==> config.mk <==
export PLATFORM = sky130hd
export DESIGN_NAME = ptc_top
export DESIGN_NICKNAME = d
export VERILOG_FILES = /design/src/ptc_pkg.sv /design/src/ptc_edge_if.sv /design/src/ptc_sync_edge.sv /design/src/ptc_tick.sv /design/src/ptc_top.sv
export SDC_FILE = /design/constraint.sdc
export NUM_CORES = 1
export LEC_CHECK = 0
export BUFFER_PORTS_ARGS = -buffer_cell sky130_fd_sc_hd__buf_4
export CORE_MARGIN = 4
export CORE_UTILIZATION = 45
export CTS_CLUSTER_DIAMETER = 100
export DETAILED_ROUTE_END_ITERATION = 8
export PLACE_DENSITY = 0.71
export SYNTH_ARGS = -nofsm -noshare
export SYNTH_HDL_FRONTEND = slang
export SYNTH_SLANG_ARGS = --single-unit
==> constraint.sdc <==
create_clock -name ref_clk -period 4.42 [get_ports ref_clk]
set_input_delay 0.442 -clock ref_clk [delete_from_list [all_inputs] [get_ports ref_clk]]
set_output_delay 0.442 -clock ref_clk [all_outputs]
set_load 0.03 [all_outputs]
==> src/ptc_pkg.sv <==
// Package: constants and types for the pump trigger and option control block
package ptc_pkg;
   typedef enum logic [2:0] {
      PTC_TRG_TOGGLE     = 3'h0,
      PTC_TRG_HOLD       = 3'h1,
      PTC_TRG_TOGGLE_REV = 3'h2,
      PTC_TRG_LEVEL      = 3'h3,
      PTC_TRG_START      = 3'h4,
      PTC_TRG_START_REV  = 3'h5,
      PTC_TRG_STOP       = 3'h6,
      PTC_TRG_STOP_REV   = 3'h7
   } ptc_trig_e;

   typedef enum logic {
      PTC_DIR_RECIP = 1'h0,
      PTC_DIR_DUAL  = 1'h1
   } ptc_dirmode_e;

   typedef enum logic [1:0] {
      PTC_RUN_STOP  = 2'h0,
      PTC_RUN_PUMP  = 2'h1,
      PTC_RUN_PAUSE = 2'h2,
      PTC_RUN_DRIP  = 2'h3
   } ptc_run_e;

   typedef enum logic [3:0] {
      PTC_OPT_SLOW    = 4'h0,
      PTC_OPT_DRIP    = 4'h1,
      PTC_OPT_REPEAT  = 4'h2,
      PTC_OPT_DELAY   = 4'h3,
      PTC_OPT_OTHER   = 4'h4,
      PTC_OPT_PFAIL   = 4'h5,
      PTC_OPT_ALARM   = 4'h6,
      PTC_OPT_TRIG    = 4'h7,
      PTC_OPT_DIR     = 4'h8,
      PTC_OPT_MOTOR   = 4'h9,
      PTC_OPT_DONE    = 4'hA
   } ptc_opt_e;

   localparam int  PTC_CLK_HZ        = 100_000_000;
   localparam int  PTC_TENTH_NS      = 100_000_000;
   localparam int  PTC_TENTH_CYC     = PTC_TENTH_NS / (1_000_000_000 / PTC_CLK_HZ);
   localparam int  PTC_SETUP_MS      = 2000;
   localparam int  PTC_SETUP_TENTHS  = PTC_SETUP_MS / 100;
   localparam int  PTC_BEEP_TENTHS   = 3;
   localparam logic [6:0] PTC_DLY_MAX = 7'h63;
   localparam logic [6:0] PTC_DLY_MIN = 7'h01;
   localparam logic [6:0] PTC_SEC_TENTHS = 7'h0A;
   localparam int  PTC_SLOW_STEPS    = 4;
   localparam logic [1:0] PTC_SPEED_FULL = 2'h3;
endpackage

==> src/ptc_edge_if.sv <==
// Interface: synchronized level and edge pulses of one external input
`timescale 1ns/100ps
interface ptc_edge_if;
   logic level;
   logic rise;
   logic fall;
   modport src (output level, output rise, output fall);
   modport dst (input level, input rise, input fall);
endinterface

==> src/ptc_sync_edge.sv <==
// Module: two-stage synchronizer with edge detection
`timescale 1ns/100ps
module ptc_sync_edge (
   input  wire logic  ref_clk,
   input  wire logic  rst,
   input  wire logic  pin,
   ptc_edge_if.src    edge_o
);
   logic meta_q;
   logic sync_q;
   logic last_q;

   always_ff @(posedge ref_clk or posedge rst) begin
      if (rst) begin
         meta_q <= 1'h1;
         sync_q <= 1'h1;
         last_q <= 1'h1;
      end else begin
         meta_q <= pin;
         sync_q <= meta_q;
         last_q <= sync_q;
      end
   end

   assign edge_o.level = sync_q;
   assign edge_o.rise  = sync_q & ~last_q;
   assign edge_o.fall  = ~sync_q & last_q;
endmodule

==> src/ptc_tick.sv <==
// Module: tenth-second enable pulse divider
`timescale 1ns/100ps
module ptc_tick #(
   parameter int DIV = ptc_pkg::PTC_TENTH_CYC
) (
   input  wire logic ref_clk,
   input  wire logic rst,
   output logic      tick
);
   logic [$clog2(DIV)-1:0] cnt_q;

   always_ff @(posedge ref_clk or posedge rst) begin
      if (rst) begin
         cnt_q <= '0;
         tick  <= 1'h0;
      end else if (cnt_q == ($clog2(DIV))'(DIV - 1)) begin
         cnt_q <= '0;
         tick  <= 1'h1;
      end else begin
         cnt_q <= cnt_q + 1'b1;
         tick  <= 1'h0;
      end
   end
endmodule

==> src/ptc_top.sv <==
// Module: run control, trigger decode, motor output and setup options
`timescale 1ns/100ps
module ptc_top #(
   parameter int TENTH_CYC = ptc_pkg::PTC_TENTH_CYC,
   parameter int VOL_W     = 16
) (
   input  wire logic                ref_clk,
   input  wire logic                rst,
   input  wire logic                trig_pin,
   input  wire logic                dir_pin,
   input  wire logic                key_start,
   input  wire logic                serial_run,
   input  wire logic                serial_stop,
   input  wire logic                key_any,
   input  wire logic                key_setup,
   input  wire logic                key_arrow,
   input  wire logic                key_nonarrow,
   input  wire logic                power_up,
   input  wire logic                keys_held_at_power,
   input  wire logic                was_running_nv,
   input  wire logic                dispense_mode,
   input  wire logic                volume_done,
   input  wire logic                drip_done,
   input  wire logic                wait_trigger,
   input  wire logic                alarm_cond,
   input  wire logic [VOL_W-1:0]    target_vol,
   input  wire logic [VOL_W-1:0]    dispensed_vol,
   input  wire logic [VOL_W-1:0]    drip_vol,
   input  wire logic                set_wr,
   input  wire logic                set_slow,
   input  wire logic                set_drip,
   input  wire logic                set_repeat,
   input  wire logic [6:0]          set_delay,
   input  wire logic                set_delay_tenths,
   input  wire logic                set_pfail,
   input  wire logic                set_alarm,
   input  wire ptc_pkg::ptc_trig_e  set_trig,
   input  wire ptc_pkg::ptc_dirmode_e set_dir,
   input  wire logic                set_motor_mode,
   output logic                     running,
   output logic                     motor_active,
   output logic                     withdraw,
   output logic                     drip_withdraw,
   output logic [VOL_W-1:0]         next_target,
   output logic [1:0]               speed_level,
   output logic                     restart_first_phase,
   output logic                     restart_last_dispense,
   output logic                     buzzer,
   output ptc_pkg::ptc_opt_e        setup_option,
   output logic                     set_rejected,
   output logic                     slow_down_setting,
   output logic                     drip_en,
   output logic                     repeat_en,
   output logic [6:0]               delay_val,
   output logic                     delay_tenths
);
   import ptc_pkg::*;

   // ----------------------------------------------------------------
   // Input synchronizers and time base
   // ----------------------------------------------------------------
   ptc_edge_if trig_e ();
   ptc_edge_if dir_e ();
   logic tick;

   ptc_sync_edge u_trig (
      .ref_clk (ref_clk),
      .rst     (rst),
      .pin     (trig_pin),
      .edge_o  (trig_e)
   );

   ptc_sync_edge u_dir (
      .ref_clk (ref_clk),
      .rst     (rst),
      .pin     (dir_pin),
      .edge_o  (dir_e)
   );

   ptc_tick #(.DIV(TENTH_CYC)) u_tick (
      .ref_clk (ref_clk),
      .rst     (rst),
      .tick    (tick)
   );

   // ----------------------------------------------------------------
   // Setup option storage
   // ----------------------------------------------------------------
   ptc_trig_e    trig_mode_q;
   ptc_dirmode_e dir_mode_q;
   logic         pfail_q;
   logic         alarm_en_q;
   logic         motor_mode_q;
   ptc_run_e     run_q;
   logic         stopped;

   assign stopped = (run_q == PTC_RUN_STOP);

   function automatic logic delay_ok(input logic [6:0] v);
      delay_ok = (v >= PTC_DLY_MIN) && (v <= PTC_DLY_MAX);
   endfunction

   always_ff @(posedge ref_clk or posedge rst) begin
      if (rst) begin
         slow_down_setting <= 1'h0;
         drip_en           <= 1'h0;
         repeat_en         <= 1'h0;
         delay_val         <= PTC_DLY_MIN;
         delay_tenths      <= 1'h0;
         pfail_q           <= 1'h0;
         alarm_en_q        <= 1'h0;
         trig_mode_q       <= PTC_TRG_TOGGLE;
         dir_mode_q        <= PTC_DIR_RECIP;
         motor_mode_q      <= 1'h0;
         set_rejected      <= 1'h0;
      end else begin
         set_rejected <= set_wr & ~stopped;
         if (set_wr && stopped) begin
            slow_down_setting <= set_slow;
            drip_en           <= set_drip;
            repeat_en         <= set_repeat;
            if (delay_ok(set_delay)) begin
               delay_val    <= set_delay;
               delay_tenths <= set_delay_tenths;
            end
            pfail_q      <= set_pfail;
            alarm_en_q   <= set_alarm;
            trig_mode_q  <= set_trig;
            dir_mode_q   <= set_dir;
            motor_mode_q <= set_motor_mode;
         end
      end
   end

   // ----------------------------------------------------------------
   // Setup menu stepping
   // ----------------------------------------------------------------
   logic [4:0] menu_cnt_q;
   logic       in_menu_q;

   always_ff @(posedge ref_clk or posedge rst) begin
      if (rst) begin
         in_menu_q    <= 1'h0;
         menu_cnt_q   <= '0;
         setup_option <= PTC_OPT_SLOW;
      end else if (!stopped) begin
         in_menu_q <= 1'h0;
      end else if (!in_menu_q) begin
         if (key_setup) begin
            in_menu_q    <= 1'h1;
            menu_cnt_q   <= '0;
            setup_option <= PTC_OPT_SLOW;
         end
      end else if (key_arrow) begin
         menu_cnt_q <= '0;
      end else if (key_nonarrow || (tick && menu_cnt_q == 5'(PTC_SETUP_TENTHS - 1))) begin
         menu_cnt_q <= '0;
         if (setup_option == PTC_OPT_DONE) begin
            in_menu_q    <= 1'h0;
            setup_option <= PTC_OPT_SLOW;
         end else if (setup_option == PTC_OPT_REPEAT && !repeat_en) begin
            setup_option <= PTC_OPT_OTHER;
         end else begin
            setup_option <= ptc_opt_e'(setup_option + 4'h1);
         end
      end else if (tick) begin
         menu_cnt_q <= menu_cnt_q + 5'h1;
      end
   end

   // ----------------------------------------------------------------
   // Trigger decode and run control
   // ----------------------------------------------------------------
   logic trg_start;
   logic trg_stop;

   always_comb begin
      trg_start = 1'b0;
      trg_stop  = 1'b0;
      unique case (trig_mode_q)
         PTC_TRG_TOGGLE: begin
            trg_start = trig_e.fall & stopped;
            trg_stop  = trig_e.fall & ~stopped;
         end
         PTC_TRG_TOGGLE_REV: begin
            trg_start = trig_e.rise & stopped;
            trg_stop  = trig_e.rise & ~stopped;
         end
         PTC_TRG_HOLD: begin
            trg_start = trig_e.fall;
            trg_stop  = trig_e.rise;
         end
         PTC_TRG_LEVEL: begin
            trg_start = trig_e.rise;
            trg_stop  = trig_e.fall;
         end
         PTC_TRG_START:     trg_start = trig_e.fall;
         PTC_TRG_START_REV: trg_start = trig_e.rise;
         PTC_TRG_STOP:      trg_stop  = trig_e.fall;
         PTC_TRG_STOP_REV:  trg_stop  = trig_e.rise;
      endcase
   end

   logic toggle_req;
   logic start_req;
   logic stop_req;
   logic auto_start_q;
   logic [6:0] pause_tenths_q;
   logic [3:0] sub_tenths_q;

   assign toggle_req = key_start | serial_run;
   assign start_req  = trg_start | (toggle_req & stopped) | auto_start_q;
   assign stop_req   = trg_stop | serial_stop | (toggle_req & ~stopped);

   always_ff @(posedge ref_clk or posedge rst) begin
      if (rst) begin
         run_q          <= PTC_RUN_STOP;
         pause_tenths_q <= '0;
         sub_tenths_q   <= '0;
      end else if (stop_req && !stopped) begin
         run_q <= PTC_RUN_STOP;
      end else if (start_req && stopped) begin
         run_q <= PTC_RUN_PUMP;
      end else begin
         unique case (run_q)
            PTC_RUN_STOP: run_q <= PTC_RUN_STOP;
            PTC_RUN_PUMP: begin
               if (volume_done) begin
                  if (drip_en && !withdraw) begin
                     run_q <= PTC_RUN_DRIP;
                  end else if (repeat_en) begin
                     run_q          <= PTC_RUN_PAUSE;
                     pause_tenths_q <= delay_val;
                     sub_tenths_q   <= delay_tenths ? 4'h0 : 4'(PTC_SEC_TENTHS - 7'h1);
                  end else begin
                     run_q <= PTC_RUN_STOP;
                  end
               end
            end
            PTC_RUN_DRIP: begin
               if (drip_done) begin
                  if (repeat_en) begin
                     run_q          <= PTC_RUN_PAUSE;
                     pause_tenths_q <= delay_val;
                     sub_tenths_q   <= delay_tenths ? 4'h0 : 4'(PTC_SEC_TENTHS - 7'h1);
                  end else begin
                     run_q <= PTC_RUN_STOP;
                  end
               end
            end
            PTC_RUN_PAUSE: begin
               if (tick) begin
                  if (sub_tenths_q != 4'h0) begin
                     sub_tenths_q <= sub_tenths_q - 4'h1;
                  end else if (pause_tenths_q <= PTC_DLY_MIN) begin
                     run_q <= PTC_RUN_PUMP;
                  end else begin
                     pause_tenths_q <= pause_tenths_q - 7'h1;
                     sub_tenths_q   <= delay_tenths ? 4'h0 : 4'(PTC_SEC_TENTHS - 7'h1);
                  end
               end
            end
         endcase
      end
   end

   // ----------------------------------------------------------------
   // Power-failure restart
   // ----------------------------------------------------------------
   always_ff @(posedge ref_clk or posedge rst) begin
      if (rst) begin
         auto_start_q          <= 1'h0;
         restart_first_phase   <= 1'h0;
         restart_last_dispense <= 1'h0;
      end else begin
         auto_start_q          <= power_up & pfail_q & was_running_nv & ~keys_held_at_power;
         restart_last_dispense <= power_up & pfail_q & was_running_nv & ~keys_held_at_power
                                  & dispense_mode;
         restart_first_phase   <= power_up & pfail_q & was_running_nv & ~keys_held_at_power
                                  & ~dispense_mode;
      end
   end

   // ----------------------------------------------------------------
   // Outputs: motor, direction, anti-drip, slow-down
   // ----------------------------------------------------------------
   logic [VOL_W-1:0] remain;
   logic [VOL_W-1:0] drip_carry_q;

   assign remain = (target_vol > dispensed_vol) ? target_vol - dispensed_vol : '0;

   always_ff @(posedge ref_clk or posedge rst) begin
      if (rst) begin
         running       <= 1'h0;
         motor_active  <= 1'h0;
         withdraw      <= 1'h0;
         drip_withdraw <= 1'h0;
         drip_carry_q  <= '0;
         next_target   <= '0;
         speed_level   <= PTC_SPEED_FULL;
      end else begin
         running       <= ~stopped;
         motor_active  <= motor_mode_q ? (run_q != PTC_RUN_STOP)
                                       : (run_q == PTC_RUN_PUMP || run_q == PTC_RUN_DRIP);
         drip_withdraw <= (run_q == PTC_RUN_DRIP);
         if (run_q == PTC_RUN_DRIP && drip_done) begin
            drip_carry_q <= drip_vol;
         end else if (run_q == PTC_RUN_PUMP && volume_done && !withdraw) begin
            drip_carry_q <= '0;
         end
         next_target <= drip_en ? VOL_W'(target_vol + drip_carry_q) : target_vol;
         if (dir_mode_q == PTC_DIR_RECIP) begin
            if (dir_e.fall) withdraw <= 1'h0;
            if (dir_e.rise) withdraw <= 1'h1;
         end else begin
            if (dir_e.fall) withdraw <= 1'h1;
            if (dir_e.rise) withdraw <= 1'h0;
         end
         if (!slow_down_setting || target_vol == '0) begin
            speed_level <= PTC_SPEED_FULL;
         end else if (remain < (target_vol >> 4)) begin
            speed_level <= 2'h0;
         end else if (remain < (target_vol >> 3)) begin
            speed_level <= 2'h1;
         end else if (remain < (target_vol >> 2)) begin
            speed_level <= 2'h2;
         end else begin
            speed_level <= PTC_SPEED_FULL;
         end
      end
   end

   // ----------------------------------------------------------------
   // Buzzer
   // ----------------------------------------------------------------
   logic       silenced_q;
   logic       ended_q;
   logic       beep_ph_q;
   logic [1:0] beep_cnt_q;

   always_ff @(posedge ref_clk or posedge rst) begin
      if (rst) begin
         silenced_q <= 1'h0;
         ended_q    <= 1'h0;
         beep_ph_q  <= 1'h0;
         beep_cnt_q <= '0;
         buzzer     <= 1'h0;
      end else begin
         if (!stopped) begin
            ended_q <= 1'h0;
         end else if (run_q == PTC_RUN_STOP && running) begin
            ended_q <= 1'h1;
         end
         if (key_any) begin
            silenced_q <= 1'h1;
         end else if (start_req) begin
            silenced_q <= 1'h0;
         end
         if (tick) begin
            if (beep_cnt_q == 2'(PTC_BEEP_TENTHS - 1)) begin
               beep_cnt_q <= '0;
               beep_ph_q  <= ~beep_ph_q;
            end else begin
               beep_cnt_q <= beep_cnt_q + 2'h1;
            end
         end
         if (!alarm_en_q || silenced_q || key_any) begin
            buzzer <= 1'h0;
         end else if (alarm_cond) begin
            buzzer <= 1'h1;
         end else begin
            buzzer <= (ended_q | wait_trigger) & beep_ph_q;
         end
      end
   end
endmodule

=== After elaboration in Yosys (flattened, before gate mapping) ===
Index checks and enable logic that the tools add are counted.

* Register bits after elaboration: 120
* Bits in latches: 0
* RAM bits: 0
* Memory bits (read-only): 0
* Input bits: 86
* Memories kept: 0

* Add/subtract/negate cells: 8
* $mul: 0
* Divide/modulo/power cells: 0
* Order comparisons: 7
* Eq/ne operators: 31
* Shift operators: 0
* Mux-type cells: 69
* Bitwise logic cells: 33
* Reduce and logical (&&, ||, !) cells: 42

{| class="wikitable"
|+ Operators by type and width
! cell !! count
|-
| 2-to-1 mux 16 bit || 4
|-
| 2-to-1 mux 4 bit || 14
|-
| 2-to-1 mux 7 bit || 7
|-
| 2-to-1 mux 2 bit || 13
|-
| 2-to-1 mux 5 bit || 5
|-
| adder 24 x 1 -> 24 bit (second input constant) || 1
|-
| equality test 24 bit (second input constant) || 1
|-
| 2-to-1 mux 24 bit || 1
|-
| case mux 7 bit (3 select lines) || 1
|-
| 2-to-1 mux 1 bit || 20
|-
| bitwise AND 1 bit || 17
|-
| adder 16 bit || 1
|-
| greater-than comparator 16 bit || 1
|-
| logical NOT 16 bit || 1
|-
| < comparator 16 x 12 -> 1 bit || 1
|-
| < comparator 16 x 13 -> 1 bit || 1
|-
| < comparator 16 x 14 -> 1 bit || 1
|-
| inequality test 4 bit (second input constant) || 4
|-
| subtractor 16 bit || 1
|-
| equality test 3 bit (second input constant) || 4
|-
| inequality test 2 bit (second input constant) || 6
|-
| case mux 4 bit (3 select lines) || 1
|-
| logical AND 1 bit || 11
|-
| inverter 1 bit || 10
|-
| other kinds (36) || 63
|}

=== Depth between registers and ports, before layout ===
Gate-level depths: netlist of run 1.

* Word-level depth: 9
* Gate-level depth with buffers: 20
* Mapped depth without buffers: 19

=== Modules after synthesis ===
A second synthesis of run 1 with hierarchy kept.

* Cells, all modules: 853
* Area, all modules: 7938.9 µm²

{| class="wikitable"
|+ Modules (own cells, without submodules)
! module !! instances !! cells an instance !! area an instance (µm²) !! seq. area each (µm²)
|-
| ptc_top || 1 || 725 || 6523.8 || 2230.9
|-
| ptc_tick || 1 || 116 || 1219.9 || 625.6
|-
| ptc_sync_edge || 2 || 6 || 97.6 || 78.8
|}

=== Worst setup path after synthesis of run 1 ===
Ideal clock, no wire load.

* Kind: input to register
* From: input port target_vol[0]
* To: register speed_level[0]
* Setup time: 81 ps
* Arrival: 3758 ps
* Setup slack: 582 ps
* Cell stages on the path: 18
* Buffers on the path: 1
* Path through: inv_1 -> ha_1 -> inv_1 -> fa_1 -> a211oi_1 -> o211a_1 -> or3_4 -> a31oi_1 -> nand2b_1 -> clkbuf_1 -> a211oi_1 -> ha_1 -> and4_1 -> a21oi_1 -> nand2_1 -> a221oi_1 -> o211ai_1 -> a32oi_1

* Cells in the longest elaborated chain, start to end: 7
* Elaborated cells on any way between the ends: 12
* Those cells by class: add/sub: 1; order compare: 4; mux: 5; reduce/logical: 2

{| class="wikitable"
|+ Ends and longest elaborated chain
! what !! RTL line !! source
|-
| start: declaration || ptc_top.sv:26 || <nowiki>input wire logic [VOL_W-1:0] target_vol,</nowiki>
|-
| subtractor 16 bit / greater-than comparator 16 bit (equally long branches) || ptc_top.sv:290 || <nowiki>assign remain = (target_vol > dispensed_vol) ? target_vol - dispensed_vol : '0;</nowiki>
|-
| 2-to-1 mux 16 bit || ptc_top.sv:290 ||
|-
| < comparator 16 x 14 -> 1 bit || ptc_top.sv:325 || <nowiki>end else if (remain < (target_vol >> 2)) begin</nowiki>
|-
| 2-to-1 mux 1 bit || ptc_top.sv:325 ||
|-
| 2-to-1 mux 2 bit || ptc_top.sv:323 || <nowiki>end else if (remain < (target_vol >> 3)) begin</nowiki>
|-
| 2-to-1 mux 2 bit || ptc_top.sv:321 || <nowiki>end else if (remain < (target_vol >> 4)) begin</nowiki>
|-
| 2-to-1 mux 2 bit (*) || ptc_top.sv:319 || <nowiki>if (!slow_down_setting || target_vol == '0) begin</nowiki>
|-
| end signal: assignment || ptc_top.sv:320 || <nowiki>speed_level <= PTC_SPEED_FULL;</nowiki>
|-
| end signal: assignment || ptc_top.sv:322 || <nowiki>speed_level <= 2'h0;</nowiki>
|-
| end signal: assignment || ptc_top.sv:324 || <nowiki>speed_level <= 2'h1;</nowiki>
|-
| end: declaration || ptc_top.sv:45 || <nowiki>output logic [1:0] speed_level,</nowiki>
|}

Every way passes the cells marked *; elsewhere a longest branch is shown, timed or not.
A chain may end at the register's enable or synchronous reset.

=== Worst setup path after layout of run 1 ===
Same ends and word-level chain as after synthesis.

==> results of run 1 <==
layout make-up:
type	count	area share, %
clock buffers	24	5.08
clock inverters	8	1.50
inverters	61	2.44
multi-input cells	623	46.0
flip-flops and latches	120	31.8
well taps	220	2.90
repair buffers	130	10.3
final timing paths:
| check | start | end | slack [ns] | cells after the start |
|---|---|---|---|---|
| worst min-delay path | dir_pin | u_dir.meta_q | 0.14 | 1 |
| worst min register to register | u_trig.meta_q | u_trig.edge_o.level | 0.36 | 0 |
| max in group asynchronous | rst | u_dir.last_q | 3.32 | 3 |
| min in group asynchronous | rst | drip_carry_q[0] | 0.16 | 2 |
| worst max register to register | run_q[0] | pause_tenths_q[0] | 1.43 | 8 |
| worst max-delay path | target_vol[0] | speed_level[0] | 0.56 | 19 |
critical path, cell delays in order:
cell and delay [ns]:
buf_4 0.10, inv_1 0.05, ha_1 0.20, inv_1 0.07, fa_1 0.22, a211oi_1 0.11
o211a_1 0.30, or3_4 0.41, a31oi_1 0.25, nand2b_1 0.10, a211oi_1 0.41, ha_1 0.33
a21oi_1 0.17, nor2b_1 0.06, o21ai_0 0.17, nand2_1 0.09, a221oi_1 0.34, o211ai_1 0.17
a32oi_1 0.22
power by group through the flow:
stage | Sequential, W | Combinational (W) | Clock (W)
after floorplan | 0.00183 | 0.000852 | 0
after detailed placement | 0.00164 | 0.00162 | 0
after CTS | 0.00163 | 0.00163 | 0.00149
after global routing | 0.00167 | 0.00178 | 0.00155
after global placement | 0.00164 | 0.00160 | 0
final | 0.00163 | 0.00162 | 0.00147
registers in the layout (all words and copies together) (netlist names), 2 cells and up:
register,flops
menu_cnt_q,5
pause_tenths_q,7
u_tick.cnt_q,24
delay_val,7
drip_carry_q,16
speed_level,2
run_q,2
trig_mode_q,3
next_target,16
setup_option,4
sub_tenths_q,4
beep_cnt_q,2
cell families (layout without fill, tap and decap cells):
| family | count (synthesis) | in the layout | share of synthesized area (%) |
|---|---|---|---|
| compound gates | 206 | 206 | 17.9 |
| xor+xnor | 49 | 49 | 5.59 |
| fa+ha+maj | 76 | 76 | 12.6 |
| buf+inv | 76 | 223 | 3.75 |
| flops | 120 | 120 | 39.3 |
| mux | 25 | 25 | 3.59 |
| simple gates | 267 | 267 | 17.3 |
synth_stat cells (all sizes together) (7+ instances only):
library cell,count
nand2,55
nor2b,15
xor2,22
a211oi,9
or3,9
ha,73
nand4,14
a21o,15
dfrtp,111
nand3,22
a21oi,46
dfstp,9
nand2b,7
xnor2,27
nor3,19
clkbuf,12
o21ai,53
mux2,20
and2,10
inv,61
a22o,16
o21a,10
nor4,11
nor2,77
routing by layer:
metal | global-route usage (%) | up-vias
met2 | 31.7 | 191
met3 | 4.59 | 15
met1 | 28.5 | 3125
met4 | 5.41 | 0
met5 | 0 | -
li1 | - | 3225
through the flow:
stage / util [%] / std cells / setup slack [ns] / instance area (µm²)
after global placement: 53.3 / 1154 / 0.313 / 8870
after CTS: 57.0 / 1186 / 0.569 / 9490
after global routing: 57.0 / 1186 / 0.194 / 9490
after detailed placement: 53.3 / 1154 / 0.147 / 8870
after floorplan: - / 819 / 0.582 / 7670
final: 57.0 / 1186 / 0.558 / 9490
==> impl_metrics.csv, run 1 <==
group,metric,value,unit
cts,htree_levels,4,
layout,fill_cells,1464,
grt,grt_pass1_vias,6311,
detailed_routing,vias,6556,
cts,cts.repair.resized,0,
critical_path,cp.arrival,4.20,ns
synth,yosysTopAreaCell,"dfrtp_1",
layout,syn_to_final_growth,23.7,%
detailed_routing,met1_length,9.23,mm
floorplan,ios,127,
synth,ys_ff_latch,120,
detailed_routing,avgViaCountPerCell,5.53,
critical_path,path_class,"input pin to flop",
timing,fin_tns_setup,0,ns
cts,post_cts_buffers,0,
job,cap_violations,0,
critical_path,crit_fanout,4,
layout,drive_above_1_share,21.0,%
cts,cts_sinks,120,
synth,synthTopCellsByArea,"dfrtp_1 (36%), ha_1 (12%), nor2_1 (3.8%)",
critical_path,cp.required,4.76,ns
detailed_routing,drc,0,
placement,io_buffers,126,
pwr,power,0.00472,W
pwr,power.density,497,nW/µm²
cts,clock_tree.root_cell,"clkbuf_16",
synth,avgSynthCellArea,9.37,µm²
pwr,p_leak,4.63,nW
synth,ys_warn_count,0,
timing,maxSlewViolCount,0,
critical_path,critPathLaunchType,"input pin",
synth,synth_area,7670,µm²
cts,cts_buffer_depth,2,
layout,layout_commonest_cell,"buf_4",
grt,antenna_found_initial,0,
timing,hold_viol,0,
timing,hold_ws,0.141,ns
synth,synth_top_cell_area_share,36.2,%
floorplan,die_h,139,µm
layout,regArea,3010,µm²
cts,cts_buffers,17,
status,status,"complete, no violations",
detailed_routing,antenna_left,0,
timing,tightest_slew,1.00,ns
timing,post-route-period-util,87.4,%
grt,grt_first_pass_wirelength,32.0,mm
timing,rsz0062_at_grt,"no",
timing,min_period,3.86,ns
pwr,switching_share,35.7,%
synth,synth_edf_count,0,
worst_hold_path,min_path_type,"input pin to flop",
layout,fin_nets,1114,
grt,grt_remaining_overflow,0,
floorplan,initial_core_util,46.1,%
timing,maxSlewHeadroom,33.0,%
timing,finClkSkew,0.0106,ns
synth,synthArstFlopShare,100,%
layout,multi_input_area,4370,µm²
pwr,p_clk_share,31.1,%
pwr,vdd_drop_max,0.303,mV
layout,layout_common_cells,"buf_4 (130), dfrtp_1 (111), nor2_1 (77)",
cts,clk_latency,0.41,ns
grt,grt_max_degree,57,
synth,synth.distinct_cells,70,
timing,max_clock_freq,259,MHz
synth,syn_nets,980,
detailed_routing,met2_length,9.04,mm
detailed_routing,drt-total-wl,19.5,mm
cts,cts_tree,"yes",
floorplan,die_w,139,µm
placement,hpwl,15.1,mm
synth,synth_seq_area_share,39.3,%
detailed_routing,drtPass1Iterations,4,
cts,clkSlewWorstSetupHoldPaths,0.06,ns
detailed_routing,drt-initial-drc-count,409,
layout,n_antenna_cell,0,
detailed_routing,wl_per_cell,16.5,µm
pwr,power.switching,0.00168,W
timing,setup_violations,0,
pwr,p_seq_share,34.5,%
floorplan,rows,47,
floorplan,dieArea,19200,µm²
grt,grt_usage,20.2,%
pwr,combPwrFrac,34.4,%
detailed_routing,wl_met3,1.06,mm
synth,syn_inst,819,
cts,postCtsHoldBufs,0,
placement,gp_congestion,0.921,
synth,synthFlopType,"dfrtp_1",
detailed_routing,top_layer,"met4",
critical_path,endpoint_kind,"flop",
floorplan,core,16600,µm²
pwr,intPower,0.00304,W
No activity file was read; power rests on OpenSTA's default activity.
==> run 2: changes to the inputs <==
--- a/config.mk
+++ b/config.mk
@@ -13,4 +13,5 @@
 export PLACE_DENSITY = 0.71
 export SYNTH_ARGS = -nofsm -noshare
 export SYNTH_HDL_FRONTEND = slang
+export SYNTH_HIERARCHICAL = 1
 export SYNTH_SLANG_ARGS = --single-unit
==> impl_metrics.csv, run 2 <==
group,metric,value,unit
placement,io_buffers,126,
cts,clkSlewWorstSetupHoldPaths,0.06,ns
critical_path,cp.arrival,4.25,ns
critical_path,cp_slowest_cell,"a2111oi_0",
synth,synth_area,7940,µm²
cts,cts_buffers,17,
cts,htree_levels,4,
layout,biggestRegsByFlops,"u_tick/cnt_q (24), drip_carry_q (16), next_target (16)",
layout,regMostFlops,"u_tick/cnt_q",
detailed_routing,antenna_left,0,
timing,hold_viol,0,
floorplan,rows,48,
cts,cts_buffer_depth,2,
synth,syn_inst,853,
critical_path,startpoint,"target_vol[4]",
layout,layout_common_cells,"buf_4 (129), dfrtp_1 (111), nor2_1 (73)",
synth,synth_top_cell_area_share,35.0,%
synth,synth_edf_count,0,
critical_path,cpPeakStageDelay,0.57,ns
worst_hold_path,min_path_type,"input pin to async pin",
cts,cts_tree,"yes",
synth,syn_nets,1013,
timing,maxSlewViolCount,0,
placement,dp.cells,1187,
cts,post_cts_buffers,0,
timing,post-route-period-util,88.2,%
critical_path,worstPathCellList,"buf_4, ha_1, a2111oi_0, o211a_1, nor4b_4, o21ai_4, nor2_1, ha_1, a21o_1, a21oi_1, nor2b_1, o21ai_0, or3b_2, nor4b_4, o22a_1",
status,status,"complete, no violations",
synth,ys_ff_latch,120,
floorplan,core,17300,µm²
floorplan,die_h,141,µm
critical_path,cp.required,4.77,ns
timing,finClkSkew,0.0132,ns
cts,clk_latency,0.42,ns
synth,yosysMostFrequentCell,"dfrtp_1",
critical_path,ff2ff_path_depth,9,
detailed_routing,drt-total-wl,20.6,mm
job,cap_violations,0,
critical_path,path_class,"input pin to flop",
layout,largest_reg_flops,24,
placement,hpwl,16.1,mm
timing,maxSlewHeadroom,26.3,%
pwr,power.density,561,nW/µm²
grt,grt_remaining_overflow,0,
critical_path,endpoint_kind,"flop",
critical_path,reg2reg_to,"next_target[15]",
timing,fin_tns_setup,0,ns
timing,rsz0062_at_grt,"no",
layout,n_antenna_cell,0,
timing,max_clock_freq,256,MHz
synth,yosysTopAreaCell,"dfrtp_1",
synth,ys_warn_count,6,
synth,synthTopCellsByCount,"dfrtp_1 (111), nor2_1 (73), ha_1 (72)",
synth,synth.distinct_cells,78,
grt,grt_usage,21.1,%
synth,synthArstFlopShare,100,%
detailed_routing,drtPass1Iterations,5,
synth,synthTopCellsByArea,"dfrtp_1 (35%), ha_1 (11%), o21ai_0 (3.5%)",
critical_path,crit_fanout,15,
detailed_routing,drc,0,
placement,gp_congestion,0.918,
detailed_routing,wl_per_cell,16.9,µm
grt,grt_pass1_vias,6477,
cts,cts_sinks,120,
detailed_routing,vias,6868,
detailed_routing,drt-initial-drc-count,537,
pwr,vdd_drop_max,0.388,mV
critical_path,reg2reg_from,"drip_carry_q[1]",
layout,fin_nets,1141,
floorplan,initial_core_util,45.9,%
grt,grt_first_pass_wirelength,33.7,mm
synth,synth_seq_area_share,38.0,%
detailed_routing,avgViaCountPerCell,5.63,
layout,drive_above_1_share,21.0,%
timing,setup_violations,0,
floorplan,die_w,141,µm
critical_path,rrSetupSlack,1.41,ns
timing,tightest_slew,1.10,ns
grt,grt_max_degree,61,
timing,hold_ws,0.118,ns
pwr,p_leak,4.68,nW
critical_path,critPathLaunchType,"input pin",
timing,min_period,3.90,ns
cts,cts.repair.resized,0,
critical_path,endpoint,"speed_level[0]",
floorplan,ios,127,
layout,syn_to_final_growth,22.8,%
cts,clock_tree.root_cell,"clkbuf_16",
layout,layout_commonest_cell,"buf_4",
cts,postCtsHoldBufs,0,
grt,antenna_found_initial,0,
floorplan,dieArea,19800,µm²
synth,synthFlopType,"dfrtp_1",
synth,avgSynthCellArea,9.31,µm²
layout,final_cells,1219,
[run 2: worst max-delay path: cells and delay by family]
kind,cells,cell delay [ns]
fa+ha+maj,2,0.70
simple gates,5,1.06
buf+inv,1,0.14
compound gates,7,1.91
[run 2: routing by layer]
metal  GRT usage (%)  routed length, µm
met5               0                  0
met4            6.94                447
met3            4.17               1050
met2            31.4               9320
met1            30.8               9820
[run 2: cells by family (layout without fill, tap and decap cells)]
kind of cell / Yosys count / in the layout / synth area share [%]
xor+xnor: 43 / 43 / 4.74
compound gates: 222 / 222 / 18.7
mux: 22 / 22 / 3.04
fa+ha+maj: 75 / 75 / 12.0
simple gates: 288 / 288 / 19.6
flops: 120 / 120 / 38.0
buf+inv: 83 / 224 / 3.97
[run 2: power by group]
part           total (W)  switching, W  leakage (nW)  internal [W]
registers        0.00175      0.000317          1.53       0.00144
logic            0.00224       0.00129          2.84      0.000954
clock network    0.00147      0.000508         0.305      0.000964
[run 2: cell type report]
type	instances	area [µm²]
clock inverter	13	193
sequential	120	3010
clock buffer	19	443
multi-input combinational	650	4610
inverter	63	239
fill	1533	7550
tap	225	282
timing repair buffer	129	968
[run 2: how the worst min path moves through the flow]
stage,depth (start not counted),start,end
6_report,2,rst,u_trig/meta_q
4_1_cts,2,rst,u_trig/meta_q
3_5_place_dp,0,u_dir/meta_q,u_dir/edge_o.level
3_3_place_gp,0,u_trig/meta_q,u_trig/edge_o.level
2_1_floorplan,0,u_dir/meta_q,u_dir/edge_o.level
5_1_grt,2,rst,u_dir/meta_q
[run 2: stage by stage]
stage               worst slack (ns)  util [%]  instance area [µm²]  power (W)
floorplan                      0.425         -                 7940    0.00327
global placement               0.290      52.7                 9110    0.00398
detailed placement             0.182      52.7                 9110    0.00401
global route                   0.248      56.4                 9750    0.00585
CTS                            0.560      56.4                 9750    0.00551
finish                         0.520      56.4                 9750    0.00547
==> run 3: changes to the inputs <==
==> constraint.sdc (replaced) <==
create_clock -name ref_clk -period 4.2 [get_ports ref_clk]
set_input_delay 0.42 -clock ref_clk [delete_from_list [all_inputs] [get_ports ref_clk]]
set_output_delay 0.42 -clock ref_clk [all_outputs]
set_load 0.03 [all_outputs]
==> impl_metrics.csv, run 3 (same netlist as run 2, synthesis figures left out) <==
group,metric,value,unit
critical_path,rrSetupSlack,1.08,ns
pwr,p_leak,4.70,nW
cts,cts.repair.resized,0,
critical_path,ff2ff_path_depth,9,
floorplan,ios,127,
pwr,switching_share,39.2,%
grt,grt_max_degree,58,
detailed_routing,drc,0,
critical_path,cp_slowest_cell,"or3b_2",
timing,rsz0062_at_grt,"no",
timing,hold_viol,0,
detailed_routing,wl_per_cell,16.9,µm
layout,regMostFlops,"u_tick/cnt_q",
placement,preCtsSetupSlack,0.0291,ns
cts,cts_tree,"yes",
cts,cts_sinks,120,
placement,dp.cells,1197,
pwr,p_clk_share,25.8,%
cts,clk_latency,0.41,ns
layout,fill_cells,1544,
layout,syn_to_final_growth,23.4,%
floorplan,dieArea,19800,µm²
cts,cts_buffer_depth,2,
detailed_routing,antenna_left,0,
cts,htree_levels,4,
timing,finClkSkew,0.00937,ns
timing,fin_tns_setup,0,ns
timing,min_period,3.81,ns
pwr,power.switching,0.00224,W
timing,post-route-period-util,90.8,%
job,cap_violations,0,
detailed_routing,drtPass1Iterations,7,
floorplan,initial_core_util,45.9,%
timing,max_clock_freq,262,MHz
detailed_routing,avgViaCountPerCell,5.61,
pwr,p_seq_share,31.3,%
layout,multi_input_area,4610,µm²
grt,grt_pass1_vias,6605,
critical_path,cp.required,4.55,ns
timing,setup_ws,0.387,ns
cts,clkSlewWorstSetupHoldPaths,0.06,ns
critical_path,reg2reg_to,"next_target[15]",
layout,largest_reg_flops,24,
pwr,combPwrFrac,42.9,%
placement,hpwl,16.1,mm
grt,antenna_found_initial,0,
grt,grt_first_pass_wirelength,33.6,mm
critical_path,endpoint_kind,"flop",
worst_hold_path,min_path_type,"input pin to async pin",
timing,setup_violations,0,
critical_path,crit_family,"compound AO/OA/AOI/OAI gates",
cts,cts_buffers,17,
timing,maxSlewHeadroom,26.6,%
layout,n_antenna_cell,0,
layout,drive_above_1_share,21.8,%
detailed_routing,drt-total-wl,20.7,mm
critical_path,critPathBufInv,3,
detailed_routing,drt-initial-drc-count,541,
layout,regArea,3010,µm²
detailed_routing,vias,6896,
critical_path,path_class,"input pin to flop",
critical_path,startpoint,"target_vol[0]",
cts,postCtsHoldBufs,0,
cts,post_cts_buffers,0,
floorplan,die_w,141,µm
pwr,intPower,0.00348,W
critical_path,cpPeakStageDelay,0.51,ns
layout,layout_common_cells,"buf_4 (139), dfrtp_1 (111), nor2_1 (73)",
critical_path,reg2reg_from,"drip_carry_q[1]",
layout,biggestRegsByFlops,"u_tick/cnt_q (24), drip_carry_q (16), next_target (16)",
placement,io_buffers,126,
cts,clock_tree.root_cell,"clkbuf_16",
grt,grt_remaining_overflow,0,
layout,fin_nets,1151,
pwr,vdd_drop_max,0.379,mV
critical_path,crit_fanout,15,
grt,grt_usage,20.8,%
layout,final_cells,1229,
timing,maxSlewViolCount,0,
critical_path,worstPathCellList,"buf_4, inv_1, ha_1, inv_1, fa_1, a21oi_1, o211a_1, nor4b_4, o21ai_4, nor2_1, ha_1, a21o_1, a21oi_1, nor2b_1, o21ai_0, or3b_2, nor4b_4, o22a_1",
floorplan,core,17300,µm²
critical_path,cp.arrival,4.17,ns
timing,tightest_slew,1.09,ns
placement,gp_congestion,0.905,
floorplan,die_h,141,µm
floorplan,rows,48,
critical_path,critPathLaunchType,"input pin",
pwr,power.density,584,nW/µm²
status,status,"complete, no violations",
layout,layout_commonest_cell,"buf_4",
-- run 3: cell types whose count changed in the layout (fill, tap and decap cells not counted) --
cell,change
buf_4,+10
bufinv_16,-1
clkbuf_8,-1
clkinv_4,+1
clkinvlp_4,+3
inv_6,-2
-- run 3: power groups by stage --
stage / combinational, W / sequential (W) / clock (W)
2_1_floorplan: 0.00139 / 0.00206 / 0
3_3_place_gp: 0.00241 / 0.00181 / 0
3_5_place_dp: 0.00244 / 0.00181 / 0
4_1_cts: 0.00246 / 0.00179 / 0.00150
5_1_grt: 0.00271 / 0.00184 / 0.00155
6_report: 0.00246 / 0.00179 / 0.00147
-- run 3: per-stage QoR --
stage | hold slack [ns] | util, % | power [W] | area (µm²)
finish | 0.0993 | 56.6 | 0.00572 | 9790
global placement | 0.346 | 53.1 | 0.00421 | 9190
floorplan | 0.345 | - | 0.00344 | 7940
CTS | 0.0891 | 56.6 | 0.00575 | 9790
detailed placement | 0.349 | 53.1 | 0.00425 | 9190
global route | 0.0954 | 56.6 | 0.00610 | 9790
-- run 3: layout make-up --
class | instances | share of cell area (%)
clock inverters | 14 | 1.80
clock buffers | 18 | 4.38
flip-flops and latches | 120 | 30.8
repair buffers | 139 | 10.7
well taps | 225 | 2.87
inverters | 63 | 2.44
multi-input cells | 650 | 47.1
-- run 3: worst max-delay path by stage --
| stage | slack [ns] | cells past startpoint | endpoint |
|---|---|---|---|
| floorplan | 0.23 | 17 | speed_level[0] |
| global placement | 0.15 | 18 | speed_level[0] |
| CTS | 0.45 | 18 | speed_level[0] |
| global route | 0.15 | 18 | speed_level[0] |
| detailed placement | 0.03 | 18 | speed_level[0] |
| finish | 0.39 | 18 | speed_level[0] |
-- run 3: metal layers --
metal / vias to the layer above / global-route usage, % / part of all wire, %
li1: 3389 / - / -
met1: 3300 / 29.9 / 48
met2: 174 / 32.0 / 45
met3: 33 / 4.34 / 5.1
met4: 0 / 5.71 / 1.9
met5: - / 0 / 0
-- run 3: worst reg2reg max path, stage by stage (launching register included) --
cell and delay [ns]:
dfrtp_1 0.41, ha_1 0.30, a211oi_1 0.36, o21ai_0 0.25, a2111oi_2 0.56, o31ai_1 0.23
o31ai_1 0.41, o31ai_1 0.13, a41oi_1 0.24, xnor2_1 0.15
